### src/ext_irq_defs.svh
`ifndef EXT_IRQ_DEFS_SVH
`define EXT_IRQ_DEFS_SVH

// ----------------------------------------------------------------
// register map
// ----------------------------------------------------------------
`define TRIG_CFG_ADDR 6'h37
`define TRIG_CFG_RESET 8'h00

// ----------------------------------------------------------------
// field positions
// ----------------------------------------------------------------
`define SECOND_FILT_LEN_BIT 7
`define SHARED_SEL_BIT 6
`define THIRD_MODE_HI 5
`define THIRD_MODE_LO 4
`define FOURTH_MODE_HI 3
`define FOURTH_MODE_LO 2
`define SECOND_POL_BIT 1
`define CFG_USED_MASK 8'hFE

// ----------------------------------------------------------------
// noise-reject lengths, in fast clock periods (core_clk = fast clock)
// ----------------------------------------------------------------
`define FIRST_REJECT_FC 8'h02
`define SECOND_LONG_REJECT_FC 8'h3F
`define SECOND_SHORT_REJECT_FC 8'h0F
`define THIRD_FOURTH_REJECT_FC 8'h07
// in slow-clock periods
`define SLOW_REJECT_FS 8'h02

// ----------------------------------------------------------------
// start-up: filter priming clocks, then clocks until edges count
// ----------------------------------------------------------------
`define FILT_PRIME_CYCLES 2'h3
`define EDGE_SETTLE_CYCLES 3'h4

`endif

### src/ext_irq_pkg.sv
package ext_irq_pkg;

    typedef enum logic [1:0] {
        TRIG_RISE = 2'h0,
        TRIG_FALL = 2'h1,
        TRIG_BOTH = 2'h2,
        TRIG_HIGH = 2'h3
    } trig_mode_type;

endpackage

### src/ext_irq_edge_noise_ctrl.sv
`timescale 1ns/1ps
`include "ext_irq_defs.svh"

// How it works
// (RQ1) second input drops pulses under 63 clocks, or 15 when select set
// (RQ2) select bit 0 gives pin to port, 1 makes it first interrupt input
// (RQ3) software sets the shared port bit to input before interrupt use
// (RQ4) third/fourth modes: 00 rise, 01 fall, 10 both, 11 high level
// (RQ5) second input polarity: 0 rising edge, 1 falling edge
// (RQ6) new filter length applies within 26 clocks of the write
// (RQ7) high-level mode waits for a rising edge after reset release
// (RQ8) software masks interrupts while changing clocks or this register
// (RQ9) second input accepts pulses of 49 or 193 clocks
// (RQ10) with select bit 0 a falling edge on shared pin raises nothing
// (RQ11) third/fourth inputs drop pulses under 7 and take 25 or more
// (RQ12) slow mode drops pulses under one slow period, takes 3.5
// (RQ13) inputs synchronised; each qualified edge gives a one-cycle request, high-level mode requests while high

module ext_irq_edge_noise_ctrl #(
    parameter int SLOW_DIV = 6103
) (
    input wire logic core_clk,
    input wire logic reset_n,
    input wire logic [5:0] sfr_addr,
    input wire logic sfr_wr,
    input wire logic [7:0] sfr_wdata,
    output logic [7:0] sfr_rdata,
    input wire logic slow_mode,
    input wire logic first_irq_input,
    input wire logic second_irq_input,
    input wire logic third_irq_input,
    input wire logic fourth_irq_input,
    output logic shared_pin_port_mode,
    output logic first_irq_req,
    output logic second_irq_req,
    output logic third_irq_req,
    output logic fourth_irq_req
);

    // ----------------------------------------------------------------
    // control register
    // ----------------------------------------------------------------
    logic [7:0] ext_irq_trigger_config_r;

    wire cfg_hit = (sfr_addr == `TRIG_CFG_ADDR);
    wire cfg_wr = sfr_wr && cfg_hit;

    always_ff @(posedge core_clk) begin
        if (!reset_n) begin
            ext_irq_trigger_config_r <= `TRIG_CFG_RESET;
        end else if (cfg_wr) begin
            ext_irq_trigger_config_r <= sfr_wdata & `CFG_USED_MASK;
        end
    end

    // read data is combinational, so a read needs no wait state;
    // bit 0 has no storage and always reads 0
    assign sfr_rdata = cfg_hit ? ext_irq_trigger_config_r : 8'h00;

    wire second_input_filter_length =
        ext_irq_trigger_config_r[`SECOND_FILT_LEN_BIT];
    wire shared_pin_irq_select = ext_irq_trigger_config_r[`SHARED_SEL_BIT];
    wire second_input_edge_polarity =
        ext_irq_trigger_config_r[`SECOND_POL_BIT];
    ext_irq_pkg::trig_mode_type third_input_trigger_mode;
    ext_irq_pkg::trig_mode_type fourth_input_trigger_mode;
    assign third_input_trigger_mode = ext_irq_pkg::trig_mode_type'(
        ext_irq_trigger_config_r[`THIRD_MODE_HI:`THIRD_MODE_LO]);
    assign fourth_input_trigger_mode = ext_irq_pkg::trig_mode_type'(
        ext_irq_trigger_config_r[`FOURTH_MODE_HI:`FOURTH_MODE_LO]);

    // outside port logic owns the pin while this is high
    // (RQ2) pin function select
    assign shared_pin_port_mode = !shared_pin_irq_select;

    // ----------------------------------------------------------------
    // slow clock enable
    // ----------------------------------------------------------------
    // free-running; the filters use the tick only while slow_mode is high
    logic [15:0] slow_div_r;
    wire slow_tick = (slow_div_r == 16'(SLOW_DIV - 1));

    always_ff @(posedge core_clk) begin
        if (!reset_n || slow_tick) begin
            slow_div_r <= 16'h0000;
        end else begin
            slow_div_r <= slow_div_r + 16'h0001;
        end
    end

    // ----------------------------------------------------------------
    // noise filters
    // ----------------------------------------------------------------
    // (RQ6) length select is read combinationally, so it acts at once
    // (RQ9) accepted length follows the select
    wire [7:0] second_thresh = second_input_filter_length ?
        `SECOND_SHORT_REJECT_FC : `SECOND_LONG_REJECT_FC;

    // one filter per input; only the reject lengths differ
    logic [3:0] pins;
    logic [3:0] filt;
    logic [31:0] thresh_flat;
    assign pins = {fourth_irq_input, third_irq_input,
                   second_irq_input, first_irq_input};
    // (RQ11) third/fourth lengths
    assign thresh_flat = {`THIRD_FOURTH_REJECT_FC, `THIRD_FOURTH_REJECT_FC,
                          second_thresh, `FIRST_REJECT_FC};

    genvar gi;
    generate
        for (gi = 0; gi < 4; gi++) begin : g_filt
            // (RQ12) slow mode counts slow periods
            irq_noise_filter #(.CW(8)) u_filt (
                .core_clk(core_clk),
                .reset_n(reset_n),
                .pin_async(pins[gi]),
                .fast_thresh(thresh_flat[gi*8 +: 8]),
                .slow_thresh(`SLOW_REJECT_FS),
                .slow_mode(slow_mode),
                .slow_tick(slow_tick),
                .level(filt[gi])
            );
        end
    endgenerate

    // ----------------------------------------------------------------
    // start-up mask
    // ----------------------------------------------------------------
    // the filters adopt the pin level three clocks after reset and the
    // edge register follows one clock later; until then a pin that was
    // already high would look like a rising edge
    // (RQ7) no edge counts before the filters have settled
    logic [2:0] settle_r;
    wire settled = (settle_r == `EDGE_SETTLE_CYCLES);

    always_ff @(posedge core_clk) begin
        if (!reset_n) begin
            settle_r <= 3'h0;
        end else if (!settled) begin
            settle_r <= settle_r + 3'h1;
        end
    end

    // ----------------------------------------------------------------
    // edge detection
    // ----------------------------------------------------------------
    logic [3:0] filt_d_r;
    logic [3:0] armed_r;

    always_ff @(posedge core_clk) begin
        if (!reset_n) begin
            filt_d_r <= 4'h0;
        end else begin
            filt_d_r <= filt;
        end
    end

    wire [3:0] rise = filt & ~filt_d_r & {4{settled}};
    wire [3:0] fall = ~filt & filt_d_r & {4{settled}};

    // armed bits clear only on reset: once armed, a high level keeps asking
    // (RQ7) level mode armed only by a rising edge after reset
    always_ff @(posedge core_clk) begin
        if (!reset_n) begin
            armed_r <= 4'h0;
        end else begin
            armed_r <= armed_r | rise;
        end
    end

    // ----------------------------------------------------------------
    // trigger decode
    // ----------------------------------------------------------------
    // the level case also fires on the arming edge itself, one clock
    // sooner than waiting for armed_r to be set
    function automatic logic trig_hit(
        input ext_irq_pkg::trig_mode_type mode,
        input logic r,
        input logic f,
        input logic lvl,
        input logic armed
    );
        case (mode)
            ext_irq_pkg::TRIG_RISE: trig_hit = r;
            ext_irq_pkg::TRIG_FALL: trig_hit = f;
            ext_irq_pkg::TRIG_BOTH: trig_hit = r | f;
            default: trig_hit = lvl & (armed | r);
        endcase
    endfunction

    // (RQ10) falling edge counts only when the pin is an interrupt input
    wire first_hit = fall[0] && shared_pin_irq_select;
    // (RQ5) second input polarity
    wire second_hit = second_input_edge_polarity ? fall[1] : rise[1];
    // (RQ4) trigger mode decode
    wire third_hit = trig_hit(third_input_trigger_mode, rise[2], fall[2],
                              filt[2], armed_r[2]);
    wire fourth_hit = trig_hit(fourth_input_trigger_mode, rise[3], fall[3],
                               filt[3], armed_r[3]);

    // ----------------------------------------------------------------
    // request outputs
    // ----------------------------------------------------------------
    // registered so the latch outside never sees a decode glitch
    // (RQ13) registered requests, one cycle per edge; held while high in level mode
    always_ff @(posedge core_clk) begin
        if (!reset_n) begin
            first_irq_req <= 1'b0;
            second_irq_req <= 1'b0;
            third_irq_req <= 1'b0;
            fourth_irq_req <= 1'b0;
        end else begin
            first_irq_req <= first_hit;
            second_irq_req <= second_hit;
            third_irq_req <= third_hit;
            fourth_irq_req <= fourth_hit;
        end
    end

endmodule // ext_irq_edge_noise_ctrl

### src/irq_noise_filter.sv
`timescale 1ns/1ps
`include "ext_irq_defs.svh"

module irq_noise_filter #(
    parameter int CW = 8
) (
    input wire logic core_clk,
    input wire logic reset_n,
    input wire logic pin_async,
    input wire logic [CW-1:0] fast_thresh,
    input wire logic [CW-1:0] slow_thresh,
    input wire logic slow_mode,
    input wire logic slow_tick,
    output logic level
);

    logic sync1_r;
    logic sync2_r;
    logic [1:0] prime_r;
    logic [CW-1:0] cnt_r;

    wire primed = (prime_r == `FILT_PRIME_CYCLES);
    wire step = slow_mode ? slow_tick : 1'b1;
    wire [CW-1:0] thresh = slow_mode ? slow_thresh : fast_thresh;
    wire [CW-1:0] cnt_inc = cnt_r + {{(CW-1){1'b0}}, 1'b1};

    // (RQ13) two-stage synchroniser
    always_ff @(posedge core_clk) begin
        if (!reset_n) begin
            sync1_r <= 1'b0;
            sync2_r <= 1'b0;
        end else begin
            sync1_r <= pin_async;
            sync2_r <= sync1_r;
        end
    end

    // the first settled sample is taken as the starting level, so a pin
    // already high at reset release lifts level from 0 at once, like a rising edge
    always_ff @(posedge core_clk) begin
        if (!reset_n) begin
            prime_r <= 2'h0;
            cnt_r <= '0;
            level <= 1'b0;
        end else if (!primed) begin
            prime_r <= prime_r + 2'h1;
            level <= sync2_r;
        end else if (sync2_r == level) begin
            cnt_r <= '0;
        end else if (step) begin
            // (RQ1) stable-length reject
            if (cnt_inc >= thresh) begin
                level <= sync2_r;
                cnt_r <= '0;
            end else begin
                cnt_r <= cnt_inc;
            end
        end
    end

endmodule // irq_noise_filter

### config.mk
export PLATFORM = sky130hd
export DESIGN_NAME = ext_irq_edge_noise_ctrl
export DESIGN_NICKNAME = d
export VERILOG_FILES = /design/src/ext_irq_pkg.sv /design/src/ext_irq_edge_noise_ctrl.sv /design/src/irq_noise_filter.sv
export VERILOG_INCLUDE_DIRS = /design/src
export SDC_FILE = /design/constraint.sdc
export NUM_CORES = 1
export LEC_CHECK = 0
export ABC_CLOCK_PERIOD_IN_PS = 5700
export BUFFER_PORTS_ARGS = -buffer_cell sky130_fd_sc_hd__buf_2
export CORE_UTILIZATION = 38
export CTS_CLUSTER_SIZE = 12
export DETAILED_ROUTE_END_ITERATION = 10
export HOLD_SLACK_MARGIN = 0.08
export PLACE_DENSITY = 0.63
export SETUP_SLACK_MARGIN = 0.2
export SYNTH_ARGS = -nofsm -noshare
export SYNTH_HDL_FRONTEND = slang
export SYNTH_SLANG_ARGS = --single-unit
### constraint.sdc
create_clock -name core_clk -period 5.7 [get_ports core_clk]
set_input_delay 0.855 -clock core_clk [delete_from_list [all_inputs] [get_ports core_clk]]
set_output_delay 0.855 -clock core_clk [all_outputs]
set_load 0.1 [all_outputs]
### Yosys cells after proc, flatten, opt, wreduce, memory -nomap -nowiden

Cells that the tools add are included.
W data, S select, Z words.

| storage, ports and cells | value |
|---|---|
| flip-flop bits (word level) | 90 |

| operators by class | value |
|---|---|
| add/subtract/negate cells | 10 |
| order comparisons | 4 |
| equal/unequal tests | 27 |
| mux-type cells | 36 |
| bitwise gates (word level) | 13 |
| reduce and logical (&&, ||, !) cells | 19 |

Operators with widths:

| cell | count |
|---|---|
| $mux W8 | 13 |
| $add A8 B1 Y8 const B | 4 |
| $ne A2 B2 Y1 const B | 12 |
| $mux W1 | 18 |
| $add A16 B1 Y16 const B | 1 |
| $and A4 B4 Y4 | 4 |
| $eq A16 B13 Y1 const B | 1 |
| $ge A8 B8 Y1 | 2 |
| $eq A2 B2 Y1 const B | 6 |
| $mux W6 | 2 |
| $reduce_and A3 Y1 | 4 |
| $add A2 B1 Y2 const B | 4 |
| $ge A8 B2 Y1 const B | 1 |
| $ge A8 B3 Y1 | 1 |
| $not A4 Y4 | 2 |
| $reduce_and A2 Y1 | 4 |
| $reduce_bool A2 Y1 | 4 |
| $eq A6 B6 Y1 const B | 1 |
| $pmux W1 S3 | 2 |
| $eq A1 B1 Y1 | 4 |
| $eq A2 B1 Y1 const B | 2 |
| $logic_not A2 Y1 | 2 |
| $or A1 B1 Y1 | 4 |
| $or A4 B4 Y4 | 1 |
| 7 further kinds | 10 |

### Depth between registers and ports, before layout

Gate-level depths: netlist of the first run.

| depth | value |
|---|---|
| word-level depth | 7 |
| depth in mapped cells | 10 |

### Cells and area by module

A second synthesis of the first run with hierarchy kept.

| second synthesis, totals | value |
|---|---|
| cells, all modules | 562 |
| area total of the unflattened synthesis | 5177.5 um^2 |

By module, submodules not included:

| module | times used | cells an instance | area an instance (um^2) | sequential area each (um^2) |
|---|---|---|---|---|
| irq_noise_filter | 4 | 93 | 882.1 | 260.2 |
| ext_irq_edge_noise_ctrl | 1 | 190 | 1649.1 | 720.7 |

### Worst setup path after synthesis of the first run

OpenSTA, ideal clock, no wires.

| path | value |
|---|---|
| kind | input to output |
| from | in sfr_addr[3] |
| to | out sfr_rdata[6] |
| data arrival time | 3.069 ns |
| required time | 4.845 ns |
| slack | 1.776 ns |
| stages on the path | 2 |
| path buffers | 0 |
| path through | nand4b_1 nor3_1 |

| on the way | value |
|---|---|
| cells in the longest elaborated chain, start to end | 2 |

RTL lines:

| item | RTL line | source |
|---|---|---|
| from (decl) | ext_irq_edge_noise_ctrl.sv:24 | `input wire logic [5:0] sfr_addr,` |
| $eq A6 B6 Y1 (no line) | - |  |
| $mux W8 | ext_irq_edge_noise_ctrl.sv:58 | `assign sfr_rdata = cfg_hit ? ext_irq_trigger_config_r : 8'h00;` |
| to (decl) | ext_irq_edge_noise_ctrl.sv:27 | `output logic [7:0] sfr_rdata,` |

Every way passes these cells.

### Final worst setup path of the first run

| path | value |
|---|---|
| from | in sfr_addr[3] |
| to | out sfr_rdata[1] |

The elaborated chain is that of the path after synthesis.

==> metrics.cfg, run 1 <==
[route]
vias=3008
detail_route.vias_per_cell=4.92
dr.pass1.iters=4
drc=0
ant_nets=0
routed_wl_um=7130
wire_per_inst_um=11.7
drtIter0Drc=129

[yosys]
synthDistinctLibCells=53
avgSynthCellArea_sq_um=9.20
synth_nets=480
yosysTopAreaCellShare=0.439
ys_ff_latch=88
async_flop_share=0
synthFlopType=dfxtp_1
syn_inst=436
synth_area_leaders=dfxtp_1, ha_1, and2_1
yosysWarnings=0
syn_area_sq_um=4010
synth_edf_count=0
synth.largest_area_cell=dfxtp_1
synth-seq-area-share=0.439

[floorplan]
dieArea_sq_um=11000
start_util=0.390
rows=37
die_w_um=105
core_sq_um=10300
die_h_um=105
io_pins=35

[critical_path]
crit_type=in2out
endpoint_kind=primary output
cp-start-kind=input port
cp_max_fo=14
crit_required_ps=4850
arrival_ps=2300

[flow_run]
timing.max_cap.violations=0

[clock_tree]
numCtsBuffers=9
clock-sinks=88
postCtsResizedCells=0
postCtsSetupBuffers=0
cts-root-buf=clkbuf_8
cts_tree=yes
cts.clk_slew.worst_paths_ps=80
h-tree-depth=3
clock_latency_ps=350
cts-hold-fix-buffers=0
cts_max_path_buffers=2

[sta]
fmax_ghz=0.317
worst_slew_pin_slew_ps=665
min_period_ps=3160
tns_ps=0
post-route-period-util=0.554
slew_violations=0
hold_viol_final=0
setup_viol=0
finalClockSkew_ps=13.5
slew-limit-headroom=0.555
rsz0062_at_grt=false

[pwr]
total_power_mw=1.16
ir_drop_v=0.000110
clockPowerShare=0.344
swShare=0.241
internal_power_mw=0.882
p_comb_frac=0.094
p_seq_frac=0.562
leakagePower_nw=1.83
p_switching_mw=0.279
p_per_area_nw_per_um2=259

[placed_design]
place_area_sq_um=4310
post-dp-hpwl_um=5090
portBuffers=32
gp_congestion=0.781

[cells_and_area]
mostFrequentLayoutCell=dfxtp_1
final_nets=514
antenna_cells=0
synthToLayoutAreaGrowth_pct=12.0
fin_area_sq_um=4490
drive_gt1_frac=0.118
layout_common_cells=dfxtp_1, nand2_1, and2_1, buf_2, nand3_1

[grt]
grt_pass1_vias=2825
grt_pass1_wl_um=12500
grt_max_degree=62
grt-ovfl-total=0
grtUsageTotal=0.139
antenna_found_initial=0

[run_status]
outcome=finished clean

[worst_hold_path]
hp-class=reg2reg

[layout make-up]
cell class | instances | area (sq um)
multi-input combinational | 326 | 2160
inverter | 12 | 45.0
sequential | 88 | 1760
fill | 1038 | 5790
clock buffer | 14 | 173
tap | 136 | 170
clock inverter | 2 | 12.5
timing repair buffer | 33 | 168
[final timing paths]
check                             from                   endpoint  slack (ps)  depth (start not counted)
min reg2reg   g_filt[3].u_filt.sync1_r   g_filt[3].u_filt.sync2_r         440                          1
max                        sfr_addr[3]               sfr_rdata[1]        2540                          5
min           g_filt[3].u_filt.sync1_r   g_filt[3].u_filt.sync2_r         440                          1
max reg2reg  g_filt[3].u_filt.cnt_r[0]  g_filt[3].u_filt.cnt_r[2]        3110                          9
[power groups by stage]
stage | logic [mW] | clock network, mW | registers, mW
after floorplan | 0.0852 | 0 | 0.664
after global placement | 0.106 | 0 | 0.666
after detailed placement | 0.110 | 0 | 0.668
after CTS | 0.112 | 0.420 | 0.653
after global routing | 0.127 | 0.444 | 0.657
final | 0.109 | 0.399 | 0.653
[worst max-delay path: stages]
cell and delay (ps):
buf_2 90, nand4b_1 170, nor2_1 530, and2_1 220, buf_2 420
[routing by layer]
metal  share of wire  up-vias  global-route usage
li1                -     1589                   -
met1            0.47     1388               0.168
met2            0.48       23               0.240
met3           0.030        8              0.0368
met4           0.012        0              0.0453
met5               0        -                   0
[per-stage QoR]
stage               cells   util  hold WS (ps)  setup WS (ps)
finish                611  0.437           436           2540
global route          611  0.437           465           2430
CTS                   611  0.437           440           2530
detailed placement    595  0.419           419           2530
global placement      595  0.419           419           2590
floorplan             436      -           407           1780
[state kept, by name (all words and copies together) (netlist names), 2 cells and up]
| name | count |
|---|---|
| g_filt.u_filt.cnt_r | 32 |
| slow_div_r | 16 |
| g_filt.u_filt.prime_r | 8 |
| ext_irq_trigger_config_r | 7 |
| filt_d_r | 4 |
| g_filt.u_filt.level | 4 |
| g_filt.u_filt.sync1_r | 4 |
| g_filt.u_filt.sync2_r | 4 |
| settle_r | 3 |
| armed_r | 2 |
[cell families (layout without fill, tap and decap cells)]
| kind of cell | after synthesis | after routing | share of synthesized area |
|---|---|---|---|
| other | 1 | 1 | 0.000935 |
| AND/OR/NAND/NOR | 202 | 202 | 0.278 |
| AO/OA/AOI/OAI | 64 | 64 | 0.108 |
| buffers and inverters | 22 | 61 | 0.0218 |
| XOR/XNOR | 28 | 28 | 0.0612 |
| flip-flops | 88 | 88 | 0.439 |
| multiplexers | 9 | 9 | 0.0225 |
| adder cells (fa/ha/maj) | 22 | 22 | 0.0686 |
[cells in the mapped netlist, types with 4 or more instances]
library cell,count
dfxtp_1,88
nor2b_1,22
nand2_1,35
mux2i_1,9
nand3_1,28
nand2b_1,5
and3_1,13
or2_2,4
a21boi_0,10
inv_1,12
xnor2_1,14
xor2_1,14
ha_1,22
o21ai_0,12
a21oi_1,10
nor3_1,7
and2_1,33
nor2_1,26
nand4_1,7
clkbuf_1,8
a31oi_1,5
(Power assumes the default switching activity.)
==> inputs of run 2 (changes only) <==
--- a/config.mk
+++ b/config.mk
@@ -6,13 +6,14 @@
 export SDC_FILE = /design/constraint.sdc
 export NUM_CORES = 1
 export LEC_CHECK = 0
-export ABC_CLOCK_PERIOD_IN_PS = 5700
+export ABC_AREA = 1
+export ABC_CLOCK_PERIOD_IN_PS = 2640
 export BUFFER_PORTS_ARGS = -buffer_cell sky130_fd_sc_hd__buf_2
 export CORE_UTILIZATION = 38
 export CTS_CLUSTER_SIZE = 12
 export DETAILED_ROUTE_END_ITERATION = 10
 export HOLD_SLACK_MARGIN = 0.08
-export PLACE_DENSITY = 0.63
+export PLACE_DENSITY = 0.65
 export SETUP_SLACK_MARGIN = 0.2
 export SYNTH_ARGS = -nofsm -noshare
 export SYNTH_HDL_FRONTEND = slang
==> constraint.sdc (replaced) <==
create_clock -name core_clk -period 2.64 [get_ports core_clk]
set_input_delay 0.396 -clock core_clk [delete_from_list [all_inputs] [get_ports core_clk]]
set_output_delay 0.396 -clock core_clk [all_outputs]
set_load 0.1 [all_outputs]
==> run 2 against run 1 <==
  * Routed wire length rose by 4.7%
  * Combinational power rose to 3.1 times the previous value
  * Critical endpoint is now g_filt[1].u_filt.cnt_r[2]
  * Area after synthesis rose by 3.2%
  * Sequential cell count did not move
  * Highest routed layer unchanged
  * Sequential power rose by 120%
  * Largest power group unchanged
==> metrics.cfg, run 2 <==
[yosys]
synth_edf_count=0
yosysTopAreaCellShare=0.426
synthDistinctLibCells=32
ys_top_cells_by_count=nand2_1, dfxtp_1, inv_1, nor2_1, a21oi_1
synth.largest_area_cell=dfxtp_1
synth_area_leaders=dfxtp_1, nand2_1, inv_1
ys_ff_latch=88
syn_area_sq_um=4140
synth_nets=597
yosysMostFrequentCell=nand2_1
synth-seq-area-share=0.426
synthFlopType=dfxtp_1
avgSynthCellArea_sq_um=7.48
syn_inst=553
async_flop_share=0
yosysWarnings=0

[route]
drtIter0Drc=133
dr.pass1.iters=4
routed_wl_um=7460
drc=0
detail_route.vias_per_cell=4.73
vias=3455
wire_per_inst_um=10.2
ant_nets=0

[sta]
tns_ps=0
finalClockSkew_ps=14.1
min_period_ps=2270
slew-limit-headroom=0.643
worst_slew_pin_slew_ps=534
setup_ws_ps=369
holdWs_ps=218
slew_violations=0
setup_viol=0
hold_viol_final=0
fmax_ghz=0.440
post-route-period-util=0.860
rsz0062_at_grt=false

[cells_and_area]
mostFrequentLayoutCell=nand2_1
final_nets=633
largest_register_ffs=32
fin_area_sq_um=4640
fin_cells=730
synthToLayoutAreaGrowth_pct=12.3
top_register=g_filt.u_filt.cnt_r
layout_common_cells=nand2_1, dfxtp_1, inv_1, nor2_1, a21oi_1
final_util=0.446
antenna_cells=0
fillCellCount=1044
reg.largest.list=g_filt.u_filt.cnt_r (32), slow_div_r (16), g_filt.u_filt.prime_r (8)
drive_gt1_frac=0.121

[grt]
grt_util_met1=0.184
grtUsageTotal=0.141
busiest_layer=met2
grt_util_met2=0.222
use_met3=0.0251
grt_pass1_vias=3120
antenna_found_initial=0
grt_max_degree=39
grt_pass1_wl_um=13100
grt-ovfl-total=0

[pwr]
ir_drop_v=0.000303
p_per_area_nw_per_um2=584
swShare=0.274
p_comb_frac=0.124
leakagePower_nw=2.07
p_switching_mw=0.743
clockPowerShare=0.339
p_seq_frac=0.537
internal_power_mw=1.97
total_power_mw=2.71

[worst_hold_path]
hp-class=in2reg

[floorplan]
die_h_um=106
io_pins=35
rows=37
start_util=0.397
core_sq_um=10400
die_w_um=106
dieArea_sq_um=11300

[critical_path]
cp_max_fo=6
crit_required_ps=2930
arrival_ps=2560
crit_type=reg2reg
endpoint_kind=flip-flop
cp-start-kind=flip-flop

[clock_tree]
postCtsResizedCells=0
clock_latency_ps=360
h-tree-depth=3
cts-root-buf=clkbuf_8
numCtsBuffers=9
cts.clk_slew.worst_paths_ps=90
cts_tree=yes
cts_max_path_buffers=2
clock-sinks=88

[placed_design]
portBuffers=32
place_ws_ps=368
dp.cells=713
place_area_sq_um=4440
gp_congestion=0.751
post-dp-hpwl_um=5470

[flow_run]
timing.max_cap.violations=0

[run_status]
outcome=finished clean

-- run 2: cells by family (layout without fill, tap and decap cells) --
logic type | Yosys count | after routing | synth area share
buffers and inverters | 96 | 137 | 0.0889
and+or+nand+nor | 255 | 255 | 0.286
adders and majority gates | 22 | 22 | 0.0665
other | 1 | 1 | 0.000907
DFF | 88 | 88 | 0.426
xor gates and xnor gates | 16 | 16 | 0.0339
AOI/OAI and AO/OA | 75 | 75 | 0.0980
-- run 2: area by class of cell --
type	instances	area [sq um]	share of cell area
well taps	136	170	0.0366
clock buffers	10	128	0.0275
clock inverters	6	68.8	0.0148
multi-input cells	369	2010	0.433
flip-flops and latches	88	1760	0.379
repair buffers	35	183	0.0393
inverters	86	323	0.0695
-- run 2: power groups by stage --
stage / Clock [mW] / Sequential (mW) / Combinational, mW
floorplan: 0 / 1.48 / 0.258
global placement: 0 / 1.48 / 0.325
detailed placement: 0 / 1.49 / 0.337
CTS: 0.954 / 1.46 / 0.338
global route: 0.997 / 1.47 / 0.394
finish: 0.919 / 1.46 / 0.336
-- run 2: timing repair --
action | 4_1_cts | 5_1_grt
hold buffers | 0 | 0
setup buffers | 0 | 1
setup endpoints to repair | 0 | 1
-- run 2: final timing paths --
kind / startpoint / endpoint / slack [ps] / depth (start not counted)
max: g_filt[1].u_filt.cnt_r[2] / g_filt[1].u_filt.cnt_r[2] / 370 / 11
min: first_irq_input / g_filt[0].u_filt.sync1_r / 220 / 3
max reg2reg: g_filt[1].u_filt.cnt_r[2] / g_filt[1].u_filt.cnt_r[2] / 370 / 11
min reg2reg: g_filt[2].u_filt.sync1_r / g_filt[2].u_filt.sync2_r / 420 / 2
-- run 2: metal layers --
metal	vias up	wire (um)
met4	0	143
li1	1839	-
met3	11	303
met1	1533	3750
met5	-	0
met2	72	3270
-- run 2: critical path, cell delays in order, from the launching register on --
cell	delay, ps
dfxtp_1	400
nand2_1	90
nor3_1	220
xor2_1	240
ha_1	280
nand2_1	70
nor3b_1	200
o21ai_0	180
nor2_4	180
buf_4	140
nand4_1	80
a21oi_1	130
==> inputs of run 3 (changes only) <==
==> constraint.sdc (replaced) <==
create_clock -name core_clk -period 2.64 [get_ports core_clk]
set_input_delay 0.132 -clock core_clk [delete_from_list [all_inputs] [get_ports core_clk]]
set_output_delay 0.132 -clock core_clk [all_outputs]
set_load 0.1 [all_outputs]
==> run 3 against run 2 <==
  * Fmax is 1.9% higher
  * Hold slack gained 48 ps
  * Die area did not move
  * Clock power up 0.8%
  * Setup slack better by 43 ps
  * Sequential power is essentially flat
  * Register-to-register slack better by 40 ps
  * Critical path type unchanged
  * Power grew 1.0%
  * Via count increased by 1.4%
  * Critical endpoint is now g_filt[1].u_filt.cnt_r[3]
==> metrics.cfg, run 3 (synthesis gave the netlist of run 2 again) <==
[run_status]
outcome=finished clean

[cells_and_area]
drive_gt1_frac=0.119
synthToLayoutAreaGrowth_pct=15.0
final_nets=645
top_register=g_filt.u_filt.cnt_r
reg.largest.list=g_filt.u_filt.cnt_r (32), slow_div_r (16), g_filt.u_filt.prime_r (8)
fin_area_sq_um=4760
largest_register_ffs=32
layout_common_cells=nand2_1, dfxtp_1, inv_1, nor2_1, a21oi_1
mostFrequentLayoutCell=nand2_1
antenna_cells=0

[floorplan]
dieArea_sq_um=11300
die_w_um=106
io_pins=35
start_util=0.397
rows=37
core_sq_um=10400
die_h_um=106

[sta]
setup_ws_ps=412
slew_violations=0
holdWs_ps=266
tns_ps=0
post-route-period-util=0.844
slew-limit-headroom=0.657
rsz0062_at_grt=false
hold_viol_final=0
finalClockSkew_ps=13.0
min_period_ps=2230
setup_viol=0
fmax_ghz=0.449
worst_slew_pin_slew_ps=514

[critical_path]
cp-start-kind=flip-flop
arrival_ps=2510
ff2ff_setup_slack_ps=410
endpoint_kind=flip-flop
ff2ff_path_depth=11
cp_max_fo=4
crit_type=reg2reg
critPathLaunch=g_filt[1].u_filt.cnt_r[2]
r2r_end=g_filt[1].u_filt.cnt_r[3]
crit_required_ps=2930
reg2reg_from=g_filt[1].u_filt.cnt_r[2]

[route]
vias=3503
detail_route.vias_per_cell=4.72
wire_per_inst_um=10.4
drtIter0Drc=154
dr.pass1.iters=4
routed_wl_um=7750
ant_nets=0
drc=0

[clock_tree]
clock-sinks=88
cts_max_path_buffers=2
h-tree-depth=3
cts_tree=yes
clock_latency_ps=360
numCtsBuffers=9
cts.clk_slew.worst_paths_ps=90
cts-root-buf=clkbuf_8

[grt]
grt-ovfl-total=0
grt_pass1_vias=3323
grt_max_degree=39
grtUsageTotal=0.153
antenna_found_initial=0
grt_pass1_wl_um=14100

[placed_design]
portBuffers=32
place_ws_ps=426
post-dp-hpwl_um=5620
place_area_sq_um=4440
gp_congestion=0.793

[pwr]
leakagePower_nw=2.12
ir_drop_v=0.000358
p_per_area_nw_per_um2=575

[worst_hold_path]
hp-class=in2reg
min_to=g_filt[2].u_filt.cnt_r[1]
holdPathStages=3
min_from=reset_n

[flow_run]
timing.max_cap.violations=0

-- run 3: cell count changes in the layout (fill, tap and decap cells not counted) --
cell	before	now
nor2_2	3	2
dlygate4sd3_1	0	11
nor2_1	62	63
buf_4	3	4
-- run 3: timing repair --
action | 4_1_cts | 5_1_grt
setup buffers | 0 | 2
setup endpoints to repair | 0 | 1
endpoints found under the hold margin | 11 | 0
gates resized for setup | 0 | 0
hold buffers | 11 | 0
-- run 3: layer usage --
metal  up-vias  wire, um  GRT usage
met4         0        99     0.0486
met5         -         0          0
met2        59      3550      0.262
met3         8       297     0.0478
li1       1858         -          -
met1      1578      3810      0.182
-- run 3: how the worst max path moves through the flow --
stage | to | slack [ps]
final | g_filt[1].u_filt.cnt_r[3] | 410
after floorplan | sfr_rdata[6] | 400
after CTS | g_filt[1].u_filt.level | 390
after global routing | g_filt[1].u_filt.cnt_r[3] | 250
after detailed placement | g_filt[1].u_filt.level | 430
after global placement | g_filt[1].u_filt.level | 470
-- run 3: where the power goes --
part	switching (mW)	internal, mW	total [mW]
clock	0.483	0.443	0.926
sequential	0.0538	1.40	1.45
combinational	0.221	0.136	0.357
total	0.758	1.98	2.74
-- run 3: critical path, stage by stage, from the launching register on --
cell and delay, ps:
dfxtp_1 400, nand2_1 100, nor3_1 220, xor2_1 230, ha_1 280, nand2_1 70, nor3b_1 180, o21ai_0 170
nor2_4 150, buf_4 140, nand4_1 90, a21oi_1 140
-- run 3: area by class of cell --
type                            instances  area (sq um)
Multi-Input combinational cell        369          2010
Clock inverter                          6          68.8
Sequential cell                        88          1760
Fill cell                            1014          5660
Tap cell                              136           170
Timing Repair Buffer                   47           300
Inverter                               86           323
Clock buffer                           10           128
-- run 3: through the flow --
step	instances	power, mW	utilization
2_1_floorplan	553	1.74	-
3_3_place_gp	713	1.81	0.426
3_5_place_dp	713	1.83	0.426
4_1_cts	740	2.78	0.455
5_1_grt	742	2.89	0.457
6_report	742	2.74	0.457
